$ cat config.mk
export PLATFORM = sky130hd
export DESIGN_NAME = port_b_gpio
export DESIGN_NICKNAME = d
export VERILOG_FILES = /design/src/core/change_detect.v /design/src/core/pin_sync.v /design/src/core/port_b_gpio.v
export VERILOG_INCLUDE_DIRS = /design/src /design/src/shared
export SDC_FILE = /design/constraint.sdc
export NUM_CORES = 1
export LEC_CHECK = 0
export ABC_AREA = 1
export BUFFER_PORTS_ARGS = -buffer_cell sky130_fd_sc_hd__buf_2
export CELL_PAD_IN_SITES_DETAIL_PLACEMENT = 1
export CELL_PAD_IN_SITES_GLOBAL_PLACEMENT = 1
export CORE_MARGIN = 2
export CORE_UTILIZATION = 40
export CTS_CLUSTER_SIZE = 25
export DETAILED_ROUTE_END_ITERATION = 12
export PLACE_DENSITY = 0.81
export SYNTH_ARGS = -nofsm -noshare
export SYNTH_HDL_FRONTEND = slang
export SYNTH_SLANG_ARGS = --single-unit
export TNS_END_PERCENT = 20
$ cat constraint.sdc
create_clock -name ref_clk -period 4.9 [get_ports ref_clk]
set_clock_uncertainty 0.2 [all_clocks]
set_input_delay 0.245 -clock ref_clk [delete_from_list [all_inputs] [get_ports ref_clk]]
set_output_delay 0.245 -clock ref_clk [all_outputs]
set_load 0.01 [all_outputs]
$ cat src/shared/gpio_port_defines.vh
// Register map, field positions and reset values of the general purpose port.
`ifndef GPIO_PORT_DEFINES_VH
`define GPIO_PORT_DEFINES_VH

// ********************************************************************
// Register byte addresses
// ********************************************************************
`define ADDR_PIN_LEVEL_PORT 12'h000
`define ADDR_PIN_OUTPUT_LATCH 12'h004
`define ADDR_PIN_DIRECTION 12'h008
`define ADDR_IRQ_CONTROL_MAIN 12'h00c
`define ADDR_IRQ_CONTROL_SECOND 12'h010
`define ADDR_ANALOG_CONFIG_REG 12'h014
`define ADDR_PERIPH_CTRL 12'h018
`define ADDR_WIDTH 12

// ********************************************************************
// Field positions
// ********************************************************************
`define BIT_PORT_CHANGE_FLAG 0
`define BIT_PULLUP_ENABLE_N 7
`define BIT_FAULT_ENABLE 0
`define BIT_CAPTURE_OUT_EN 1
`define ANALOG_PINS 5
`define CHANGE_LO 4
`define PIN_CAPTURE 3
`define PIN_PROG_ENTRY 5
`define PIN_PROG_CLOCK 6
`define PIN_PROG_DATA 7
`define PIN_FAULT 0

// ********************************************************************
// Reset values
// ********************************************************************
`define RST_LATCH 8'h00
`define RST_DIRECTION 8'hff
`define RST_IRQ_SECOND 8'h80
`define RST_ANALOG_ALL 5'h1f
`define RST_ANALOG_NONE 5'h00

`endif
$ cat src/core/change_detect.v
// Change detector comparing the upper input pins with a snapshot.
`timescale 1ns/1ps
`default_nettype none
module change_detect #(
    parameter WIDTH = 4
) (
    input wire ref_clk,
    input wire rst,
    input wire [WIDTH-1:0] pin_level,
    input wire [WIDTH-1:0] is_input,
    input wire snapshot_take,
    output reg mismatch
);
    reg [WIDTH-1:0] snap_q;
    wire [WIDTH-1:0] diff;

    // Only inputs take part; outputs are excluded per bit.
    genvar i;
    generate
        for (i = 0; i < WIDTH; i = i + 1)
        begin : g_cmp
            assign diff[i] = is_input[i] & (pin_level[i] ^ snap_q[i]);
        end
    endgenerate

    always @(posedge ref_clk or posedge rst)
    begin
        if (rst)
        begin
            snap_q <= {WIDTH{1'b0}};
            mismatch <= 1'b0;
        end
        else
        begin
            if (snapshot_take)
            begin
                snap_q <= pin_level;
                mismatch <= 1'b0;
            end
            else
            begin
                mismatch <= |diff;
            end
        end
    end
endmodule
`default_nettype wire

$ cat src/core/pin_sync.v
// Two-stage synchroniser for a bus of asynchronous pin levels.
`timescale 1ns/1ps
`default_nettype none
module pin_sync #(
    parameter WIDTH = 8
) (
    input wire ref_clk,
    input wire rst,
    input wire [WIDTH-1:0] async_in,
    output reg [WIDTH-1:0] sync_out
);
    reg [WIDTH-1:0] meta_q;

    always @(posedge ref_clk or posedge rst)
    begin
        if (rst)
        begin
            meta_q <= {WIDTH{1'b0}};
            sync_out <= {WIDTH{1'b0}};
        end
        else
        begin
            meta_q <= async_in;
            sync_out <= meta_q;
        end
    end
endmodule
`default_nettype wire

$ cat src/core/port_b_gpio.v
// Eight-pin general purpose port with change detection and APB registers.
//
// Local design decisions: register access over APB and the register addresses.
`timescale 1ns/1ps
`default_nettype none
`include "gpio_port_defines.vh"

// Summary of operation
// - Eight pins, each with a direction bit; 1 makes it an input.
// - Direction 0 drives the pin from the output latch bit.
// - Output latch has its own address and reads back latch contents.
// - Clearing the pull-up control bit enables all weak pull-ups together.
// - A pin set as output never has its pull-up on.
// - Pull-ups are disabled after reset.
// - With analog default set, pins 4..0 start analog and read zero.
// - With analog default clear, pins 4..0 start as digital inputs.
// - Only the upper four input pins take part in change detection.
// - Input pins are compared with the snapshot; mismatches set the flag.
// - The change flag drives a wake request for sleep and idle modes.
// - Any port access refreshes the snapshot; software then clears flag.
// - A lasting mismatch keeps setting the flag against a clear.
// - With pin-select zero, pin 3 carries the capture/compare unit.
// - Low-voltage programming makes pin 5 the programming entry input; the port still reads it.
// - Serial programming or debug makes pins 6 and 7 clock and data.
// - Analog selection zeroes port reads of pins 4..0 only; interrupt, fault, capture, change inputs and output are untouched.
// - Pins 0..2 feed external interrupts; pin 0 also the fault input.
module port_b_gpio #(
    parameter WIDTH = 8
) (
    input wire ref_clk,
    input wire rst,
    input wire psel,
    input wire penable,
    input wire pwrite,
    input wire [11:0] paddr,
    input wire [31:0] pwdata,
    output reg [31:0] prdata,
    output reg pready,
    output reg pslverr,
    input wire [WIDTH-1:0] pin_in,
    output reg [WIDTH-1:0] pin_out,
    output reg [WIDTH-1:0] pin_oe_n,
    output reg [WIDTH-1:0] pullup_on,
    output reg [4:0] analog_select,
    input wire analog_default_cfg,
    input wire capture_pin_select_cfg,
    input wire low_voltage_prog_cfg,
    input wire prog_debug_active,
    input wire capture_compare_unit_two_out,
    input wire capture_compare_unit_two_out_valid,
    output reg capture_compare_unit_two_capture_in,
    output reg ext_irq_zero,
    output reg ext_irq_one,
    output reg ext_irq_two,
    output reg pwm_fault_input,
    output reg prog_entry_pin,
    output reg prog_serial_clock,
    input wire prog_data_out,
    input wire prog_data_oe_n,
    output reg prog_serial_data_in,
    output reg port_change_flag,
    output reg wake_request
);
    // ****************************************************************
    // Registers and synchronised inputs
    // ****************************************************************
    reg [WIDTH-1:0] latch_q;
    reg [WIDTH-1:0] dir_q;
    reg pullup_n_q;
    reg [4:0] analog_q;
    reg fault_en_q;
    reg ccp_out_en_q;
    reg cfg_taken_q;
    reg flag_q;
    wire [WIDTH-1:0] pin_sync;
    wire [WIDTH-1:0] pin_digital;
    wire mismatch;
    wire acc;
    wire wr;
    wire rd;
    wire port_hit;
    wire mapped;
    reg [31:0] rdata_d;
    reg [WIDTH-1:0] out_d;
    reg [WIDTH-1:0] oe_n_d;
    reg [WIDTH-1:0] pu_d;
    integer k;

    pin_sync #(
        .WIDTH(WIDTH)
    ) u_sync (
        .ref_clk(ref_clk),
        .rst(rst),
        .async_in(pin_in),
        .sync_out(pin_sync)
    );

    // Analog pins read zero on the digital path; output is untouched.
    assign pin_digital = {pin_sync[WIDTH-1:`ANALOG_PINS],
        pin_sync[`ANALOG_PINS-1:0] & ~analog_q};

    // An access cycle is answered on the next clock: one wait state.
    assign acc = psel & penable & ~pready;
    assign wr = acc & pwrite;
    assign rd = acc & ~pwrite;
    assign port_hit = acc & (paddr == `ADDR_PIN_LEVEL_PORT);
    assign mapped = (paddr == `ADDR_PIN_LEVEL_PORT) ||
        (paddr == `ADDR_PIN_OUTPUT_LATCH) ||
        (paddr == `ADDR_PIN_DIRECTION) ||
        (paddr == `ADDR_IRQ_CONTROL_MAIN) ||
        (paddr == `ADDR_IRQ_CONTROL_SECOND) ||
        (paddr == `ADDR_ANALOG_CONFIG_REG) ||
        (paddr == `ADDR_PERIPH_CTRL);

    // ****************************************************************
    // Change detection
    // ****************************************************************
    change_detect #(
        .WIDTH(WIDTH - `CHANGE_LO)
    ) u_change (
        .ref_clk(ref_clk),
        .rst(rst),
        .pin_level(pin_sync[WIDTH-1:`CHANGE_LO]),
        .is_input(dir_q[WIDTH-1:`CHANGE_LO]),
        .snapshot_take(port_hit),
        .mismatch(mismatch)
    );

    // ****************************************************************
    // Register file
    // ****************************************************************
    always @(posedge ref_clk or posedge rst)
    begin
        if (rst)
        begin
            latch_q <= `RST_LATCH;
            dir_q <= `RST_DIRECTION;
            pullup_n_q <= 1'b1;
            analog_q <= `RST_ANALOG_ALL;
            fault_en_q <= 1'b0;
            ccp_out_en_q <= 1'b0;
            cfg_taken_q <= 1'b0;
            flag_q <= 1'b0;
        end
        else
        begin
            // The strap is caught once after reset release.
            cfg_taken_q <= 1'b1;
            if (!cfg_taken_q)
            begin
                if (analog_default_cfg)
                begin
                    analog_q <= `RST_ANALOG_ALL;
                end
                else
                begin
                    analog_q <= `RST_ANALOG_NONE;
                end
            end
            if (wr)
            begin
                case (paddr)
                    `ADDR_PIN_LEVEL_PORT: latch_q <= pwdata[WIDTH-1:0];
                    `ADDR_PIN_OUTPUT_LATCH: latch_q <= pwdata[WIDTH-1:0];
                    `ADDR_PIN_DIRECTION: dir_q <= pwdata[WIDTH-1:0];
                    `ADDR_IRQ_CONTROL_SECOND:
                        pullup_n_q <= pwdata[`BIT_PULLUP_ENABLE_N];
                    `ADDR_ANALOG_CONFIG_REG:
                        analog_q <= pwdata[`ANALOG_PINS-1:0];
                    `ADDR_PERIPH_CTRL:
                    begin
                        fault_en_q <= pwdata[`BIT_FAULT_ENABLE];
                        ccp_out_en_q <= pwdata[`BIT_CAPTURE_OUT_EN];
                    end
                    default:
                    begin
                    end
                endcase
            end
            // A mismatch sets the flag and wins over a software clear.
            if (mismatch)
            begin
                flag_q <= 1'b1;
            end
            else if (wr && paddr == `ADDR_IRQ_CONTROL_MAIN &&
                !pwdata[`BIT_PORT_CHANGE_FLAG])
            begin
                flag_q <= 1'b0;
            end
        end
    end

    always @*
    begin
        rdata_d = 32'h0000_0000;
        case (paddr)
            `ADDR_PIN_LEVEL_PORT: rdata_d[WIDTH-1:0] = pin_digital;
            `ADDR_PIN_OUTPUT_LATCH: rdata_d[WIDTH-1:0] = latch_q;
            `ADDR_PIN_DIRECTION: rdata_d[WIDTH-1:0] = dir_q;
            `ADDR_IRQ_CONTROL_MAIN: rdata_d[`BIT_PORT_CHANGE_FLAG] = flag_q;
            `ADDR_IRQ_CONTROL_SECOND: rdata_d[`BIT_PULLUP_ENABLE_N] = pullup_n_q;
            `ADDR_ANALOG_CONFIG_REG: rdata_d[`ANALOG_PINS-1:0] = analog_q;
            `ADDR_PERIPH_CTRL:
            begin
                rdata_d[`BIT_FAULT_ENABLE] = fault_en_q;
                rdata_d[`BIT_CAPTURE_OUT_EN] = ccp_out_en_q;
            end
            default: rdata_d = 32'h0000_0000;
        endcase
    end

    // ****************************************************************
    // Pin drivers
    // ****************************************************************
    always @*
    begin
        out_d = latch_q;
        oe_n_d = dir_q;
        pu_d = {WIDTH{1'b0}};
        for (k = 0; k < WIDTH; k = k + 1)
        begin
            pu_d[k] = ~pullup_n_q & dir_q[k];
        end
        // Compare output takes priority over port data on pin 3.
        if (!capture_pin_select_cfg && ccp_out_en_q && capture_compare_unit_two_out_valid)
        begin
            out_d[`PIN_CAPTURE] = capture_compare_unit_two_out;
            oe_n_d[`PIN_CAPTURE] = 1'b0;
            // The unit drives the pin, so its pull-up must go off too.
            pu_d[`PIN_CAPTURE] = 1'b0;
        end
        if (low_voltage_prog_cfg)
        begin
            oe_n_d[`PIN_PROG_ENTRY] = 1'b1;
            pu_d[`PIN_PROG_ENTRY] = 1'b0;
        end
        if (prog_debug_active)
        begin
            oe_n_d[`PIN_PROG_CLOCK] = 1'b1;
            pu_d[`PIN_PROG_CLOCK] = 1'b0;
            out_d[`PIN_PROG_DATA] = prog_data_out;
            oe_n_d[`PIN_PROG_DATA] = prog_data_oe_n;
            pu_d[`PIN_PROG_DATA] = 1'b0;
        end
    end

    // ****************************************************************
    // Registered outputs
    // ****************************************************************
    always @(posedge ref_clk or posedge rst)
    begin
        if (rst)
        begin
            prdata <= 32'h0000_0000;
            pready <= 1'b0;
            pslverr <= 1'b0;
            pin_out <= `RST_LATCH;
            pin_oe_n <= `RST_DIRECTION;
            pullup_on <= {WIDTH{1'b0}};
            analog_select <= `RST_ANALOG_ALL;
            capture_compare_unit_two_capture_in <= 1'b0;
            ext_irq_zero <= 1'b0;
            ext_irq_one <= 1'b0;
            ext_irq_two <= 1'b0;
            pwm_fault_input <= 1'b0;
            prog_entry_pin <= 1'b0;
            prog_serial_clock <= 1'b0;
            prog_serial_data_in <= 1'b0;
            port_change_flag <= 1'b0;
            wake_request <= 1'b0;
        end
        else
        begin
            pready <= acc;
            pslverr <= acc & ~mapped;
            prdata <= rd ? rdata_d : 32'h0000_0000;
            pin_out <= out_d;
            pin_oe_n <= oe_n_d;
            pullup_on <= pu_d;
            analog_select <= analog_q;
            capture_compare_unit_two_capture_in <= ~capture_pin_select_cfg &
                pin_sync[`PIN_CAPTURE];
            // Only input pins feed the external interrupts.
            ext_irq_zero <= dir_q[0] & pin_sync[0];
            ext_irq_one <= dir_q[1] & pin_sync[1];
            ext_irq_two <= dir_q[2] & pin_sync[2];
            pwm_fault_input <= fault_en_q & pin_sync[`PIN_FAULT];
            prog_entry_pin <= low_voltage_prog_cfg &
                pin_sync[`PIN_PROG_ENTRY];
            prog_serial_clock <= prog_debug_active &
                pin_sync[`PIN_PROG_CLOCK];
            prog_serial_data_in <= prog_debug_active &
                pin_sync[`PIN_PROG_DATA];
            port_change_flag <= flag_q;
            // Wake works in any power mode since it needs no gated clock.
            wake_request <= flag_q;
        end
    end
endmodule
`default_nettype wire

# Yosys cells after proc, flatten, opt, wreduce, memory -nomap -nowiden
# Cells that the tools add are included.
[classes] n_mux=21 eq_ne=6 reduce_logical=20 bitwise=37
[ops] cell="$eq A12 B5 Y1 const B" count=3
[ops] cell="$and A1 B1 Y1" count=26
[ops] cell="$eq A12 B4 Y1 const B" count=2
[ops] cell="$mux W5" count=4
[ops] cell="$eq A12 B3 Y1 const B" count=1
[ops] cell="$logic_not A12 Y1" count=1
[ops] cell="$pmux W3 S4" count=1
[ops] cell="$mux W1" count=9
[ops] cell="$mux W8" count=1
[ops] cell="$reduce_and A2 Y1" count=4
[ops] cell="$logic_or A1 B1 Y1" count=6
[ops] cell="$pmux W1 S6" count=1
[ops] cell="$pmux W2 S3" count=1
[ops] cell="$and A5 B5 Y5" count=1
[ops] cell="$not A1 Y1" count=5
[ops] cell="$not A5 Y5" count=1
[ops] cell="$pmux W1 S5" count=1
[ops] cell="$logic_and A1 B1 Y1" count=4
[ops] cell="$mux W2" count=2
[ops] cell="$pmux W1 S4" count=1
[ops] cell="$reduce_or A4 Y1" count=1
[ops] cell="$xor A1 B1 Y1" count=4
[ops] cell="$logic_not A1 Y1" count=2
[ops] cell="$reduce_bool A2 Y1" count=1
[ops] cell="$reduce_or A2 Y1" count=1
[totals] reg_bits=95 in_bits=65 word_cells=112 out_inout_bits=73

# Longest topological paths before layout
[depth] word_depth=9 ltp_mapped=10 depth_no_buf=10

# Modules after synthesis
# From an unflattened synthesis, not the netlist that was laid out.
[hier_totals] hier_cells=401 hier_area_um2=3948.8
[by_module_without_submodules] module="port_b_gpio" instances=1 cells_each=345 area_per_inst_um2=3280.6 seq_area_each_um2=1885.6
[by_module_without_submodules] module="pin_sync" instances=1 cells_each=17 area_per_inst_um2=404.1 seq_area_each_um2=400.4
[by_module_without_submodules] module="change_detect" instances=1 cells_each=39 area_per_inst_um2=264.0 seq_area_each_um2=125.1

# Worst setup path before layout
# No wires, ideal clock.
[synth_timing] path_type="reg-to-reg" start="register pready" end="register latch_q[0]" period_less_slack_ns=1.555 path_stages_with_launch=8 t_arrival_ns=1.233 setup_ns=0.122 required_time_ns=4.578 n_path_buf=1 path_slack_ns=3.345 path_cell_list="dfrtp_1 > nor2_1 > nand2_2 > nor2_8 > nand3_4 > buf_2 > nand2_1 > o21ai_1"
[synth_between] elab_chain_cells=4
[synth_rtl] item="from (decl)" line="port_b_gpio.v:38" text="output reg pready,"
[synth_rtl] item="from (signal assigned)" line="port_b_gpio.v:255" text="pready <= 1'b0;"
[synth_rtl] item="from (signal assigned)" line="port_b_gpio.v:274" text="pready <= acc;"
[synth_rtl] item="$not A1 Y1" line="port_b_gpio.v:103" text="assign acc = psel & penable & ~pready;"
[synth_rtl] item="$and A1 B1 Y1" line="port_b_gpio.v:103"
[synth_rtl] item="$and A1 B1 Y1" line="port_b_gpio.v:104" text="assign wr = acc & pwrite;"
[synth_rtl] item="$reduce_and A2 Y1 (no line)"
[synth_rtl] item="to (signal assigned)" line="port_b_gpio.v:136" text="latch_q <= `RST_LATCH;"
[synth_rtl] item="to (signal assigned)" line="port_b_gpio.v:163" text="`ADDR_PIN_LEVEL_PORT: latch_q <= pwdata[WIDTH-1:0];"
[synth_rtl] item="to (signal assigned)" line="port_b_gpio.v:164" text="`ADDR_PIN_OUTPUT_LATCH: latch_q <= pwdata[WIDTH-1:0];"
[synth_rtl] item="to (decl)" line="port_b_gpio.v:67" text="reg [WIDTH-1:0] latch_q;"
# No other way between the ends.
# A chain may end at the register's enable or synchronous reset.

==> out/metrics.csv <==
stage;metric;value;unit
timing;max_freq;578;MHz
clock_network;cts.clk_slew.worst_paths;90;ps
logic_synthesis;synth_compound_area_frac;0.0684;
min_path;hp-start;capture_compare_unit_two_out_valid;
timing;fin_setup_tns;0;ps
power_and_ir_drop;p_per_area;293;mW/mm^2
logic_synthesis;synthAdderAreaFrac;0;
timing;finalCritPeriodShare;0.353;
floorplan;initial_core_util;0.416;
global_route;antenna_found_initial;0;
routing;drt_iter0_drc;75;
critical_path;cp.depth;4;
routing;drc;0;
logic_synthesis;ys_ff_latch;95;
routing;firstDrtPassIters;4;
logic_synthesis;synth_ff_type;dfrtp_1;
logic_synthesis;synth-simple-area-share;0.189;
power_and_ir_drop;finalPower;1.39;mW
min_path;hold_path.class;in -> reg;
finish;antenna_cells;0;
floorplan;pin_count;138;
critical_path;path_max_fanout;52;
power_and_ir_drop;power.leakage;2.51;nW
timing;period_needed;1730;ps
timing;setup-violations-final;0;
global_route;grt_pass1_vias;3181;
timing;hold_viol_final;0;
status;status;completed;
global_route;grt_max_degree;53;
critical_path;cp_data_arrival_time;1970;ps
clock_network;cts_buffers;9;
finish;fin_area;0.00476;sq mm
place;placedInstanceArea;0.00433;sq mm
logic_synthesis;ys_seq_area_frac;0.625;
job;max_cap_viol_count;0;
logic_synthesis;synth_warnings;0;
place;gp_congestion;0.799;
clock_network;cts_setup_buffers;0;
timing;drv_slew;0;
critical_path;crit_required;5140;ps
finish;nets;568;
critical_path;critPathSlowestCell;buf_4;
logic_synthesis;syn-instance-count;385;
timing;relSlewSlack;0.567;
finish;multi_input_area;0.00111;sq mm
finish;areaGrowthSynthToFinish;23.4;%
timing;worst_pin_slew;649;ps
critical_path;worstSetupStartpointType;input port;
min_path;hold_path_depth;4;
floorplan;die_area;0.0105;sq mm
finish;layout-drive-gt1-share;0.301;
critical_path;critical_path.top_delay_family;buffers and inverters;
routing;via_count;2960;
clock_network;clock-sinks;95;
finish;instances_no_fill;637;
finish;finish.utilization;0.513;
timing;whs;50.7;ps
finish;fillCellCount;1107;
place;portBuffers;89;
routing;viasPerCell;4.65;
floorplan;core-area;0.00928;sq mm
clock_network;clock_latency;360;ps
global_route;track_usage;0.192;
critical_path;ff2ff_path_depth;6;
clock_network;root_buffer;clkbuf_8;
logic_synthesis;avgSynthCellArea;10.0;sq um
timing;setup_slack;3170;ps
logic_synthesis;syn_area;0.00386;sq mm
critical_path;cpPeakStageDelay;620;ps
floorplan;dieHeight;102;um
logic_synthesis;synth_cell_type_count;31;
min_path;min_to;pin_oe_n[3];
logic_synthesis;synth.area.mux_share;0.00292;
clock_network;cts_resized;0;
timing;rsz0062_at_grt;false;
finish;regArea;0.00241;sq mm
place;place_ws;2880;ps
place;dpl.cell_count;595;
floorplan;core.rowCount;35;
global_route;overflow;0;
logic_synthesis;ys_async_sr_fraction;1.00;
critical_path;crit_type;in -> async;
global_route;grt_pass1_wl;15.2;mm
logic_synthesis;synth_xor_area_frac;0.00227;
logic_synthesis;synth_edf_count;0;
clock_network;cts_buffer_depth;2;
critical_path;path_cells;dlygate4sd3_1, buf_2, inv_4, buf_4;
routing;drt_wl_total;9.41;mm
critical_path;rr_startpoint;pready;
logic_synthesis;synth_top_family_by_area;simple AND/OR/NAND/NOR gates;
critical_path;critPathBufInv;4;
critical_path;rrSetupSlack;3190;ps
critical_path;setup.worst_path.start;rst;
floorplan;die_w;102;um
power_and_ir_drop;vdd_drop_max;0.000134;V
clock_network;cts_tree;built;
routing;ant_nets;0;
critical_path;r2r-end;fault_en_q;
routing;wl_per_cell;14.8;um
clock_network;htree_num_levels;3;
critical_path;end_kind;asynchronous set/reset pin;
place;hpwl;6.51;mm
clock_network;cts_hold_buf;26;
cell type report:
| type | count | area share |
|---|---|---|
| clock buffer | 12 | 0.0305 |
| clock inverter | 4 | 0.00657 |
| inverter | 51 | 0.0407 |
| multi-input combinational | 230 | 0.232 |
| sequential | 95 | 0.506 |
| tap | 129 | 0.0339 |
| timing repair buffer | 116 | 0.150 |
flip-flops by register name, summed over array words and instances (netlist names), 4 cells and up:
signal	cells
dir_q	8
latch_q	8
pin_oe_n	8
pin_out	8
prdata	8
pullup_on	8
u_sync.meta_q	8
u_sync.sync_out	8
analog_q	5
analog_select	5
u_change.snap_q	4
worst max-delay path by stage:
| stage | slack, ps | to |
|---|---|---|
| after floorplan | 2020 | capture_compare_unit_two_capture_in |
| after global placement | 2870 | prdata[2] |
| after detailed placement | 2880 | prdata[2] |
| after CTS | 3090 | prdata[0] |
| after global routing | 2960 | prdata[0] |
| final | 3170 | wake_request |
per-layer routing:
| layer | GRT usage | vias up | wire, um |
|---|---|---|---|
| li1 | - | 1399 | - |
| met1 | 0.233 | 1460 | 3930 |
| met2 | 0.345 | 84 | 4950 |
| met3 | 0.0287 | 17 | 335 |
| met4 | 0.0718 | 0 | 191 |
| met5 | 0 | - | 0 |
cells in the final DEF (no fill, tap or decap), types with 3 or more instances in the layout:
cell type	n
dlygate4sd3_1	26
nor2_2	3
buf_2	89
o21ai_0	6
nand3_1	27
a21oi_1	8
conb_1	25
inv_2	3
nor2_1	33
clkbuf_8	10
nand2_2	6
inv_1	47
nor3_1	4
o21ai_1	31
dfstp_2	27
nand2_1	69
clkinvlp_4	3
dfrtp_1	68
power breakdown:
group	switching, mW	internal, mW	total [mW]
clock network	0.269	0.200	0.469
registers	0.0118	0.810	0.822
logic	0.0639	0.0407	0.105
total	0.345	1.05	1.39
logic make-up after synthesis:
logic type / Yosys count
flops: 95
other cells: 2
buf+inv: 83
simple gates: 153
xor+xnor: 1
mux: 1
compound gates: 50
synthesized netlist by cell type, types with 2 or more instances:
cell | instances | area, sq um
nand2_1 | 69 | 259
dfrtp_1 | 68 | 1700
inv_1 | 48 | 180
nor2_1 | 33 | 124
o21ai_1 | 31 | 155
dfstp_2 | 27 | 709
nand3_1 | 27 | 135
buf_4 | 26 | 195
a21oi_1 | 8 | 40.0
nand2_2 | 6 | 37.5
o21ai_0 | 6 | 30.0
nor3_1 | 4 | 20.0
buf_2 | 3 | 15.0
inv_2 | 3 | 11.3
nor2_2 | 3 | 18.8
buf_6 | 2 | 22.5
conb_1 | 2 | 7.51
nand3_4 | 2 | 35.0
nand4_1 | 2 | 12.5
nor2_4 | 2 | 22.5
nor2_8 | 2 | 40.0
o211ai_1 | 2 | 15.0
tightest hold or removal path: stages:
cell and delay [ps]:
buf_2 100, nand2_1 60, nor2_1 70, nor2_1 100
No activity file was read; power rests on OpenSTA's default activity.
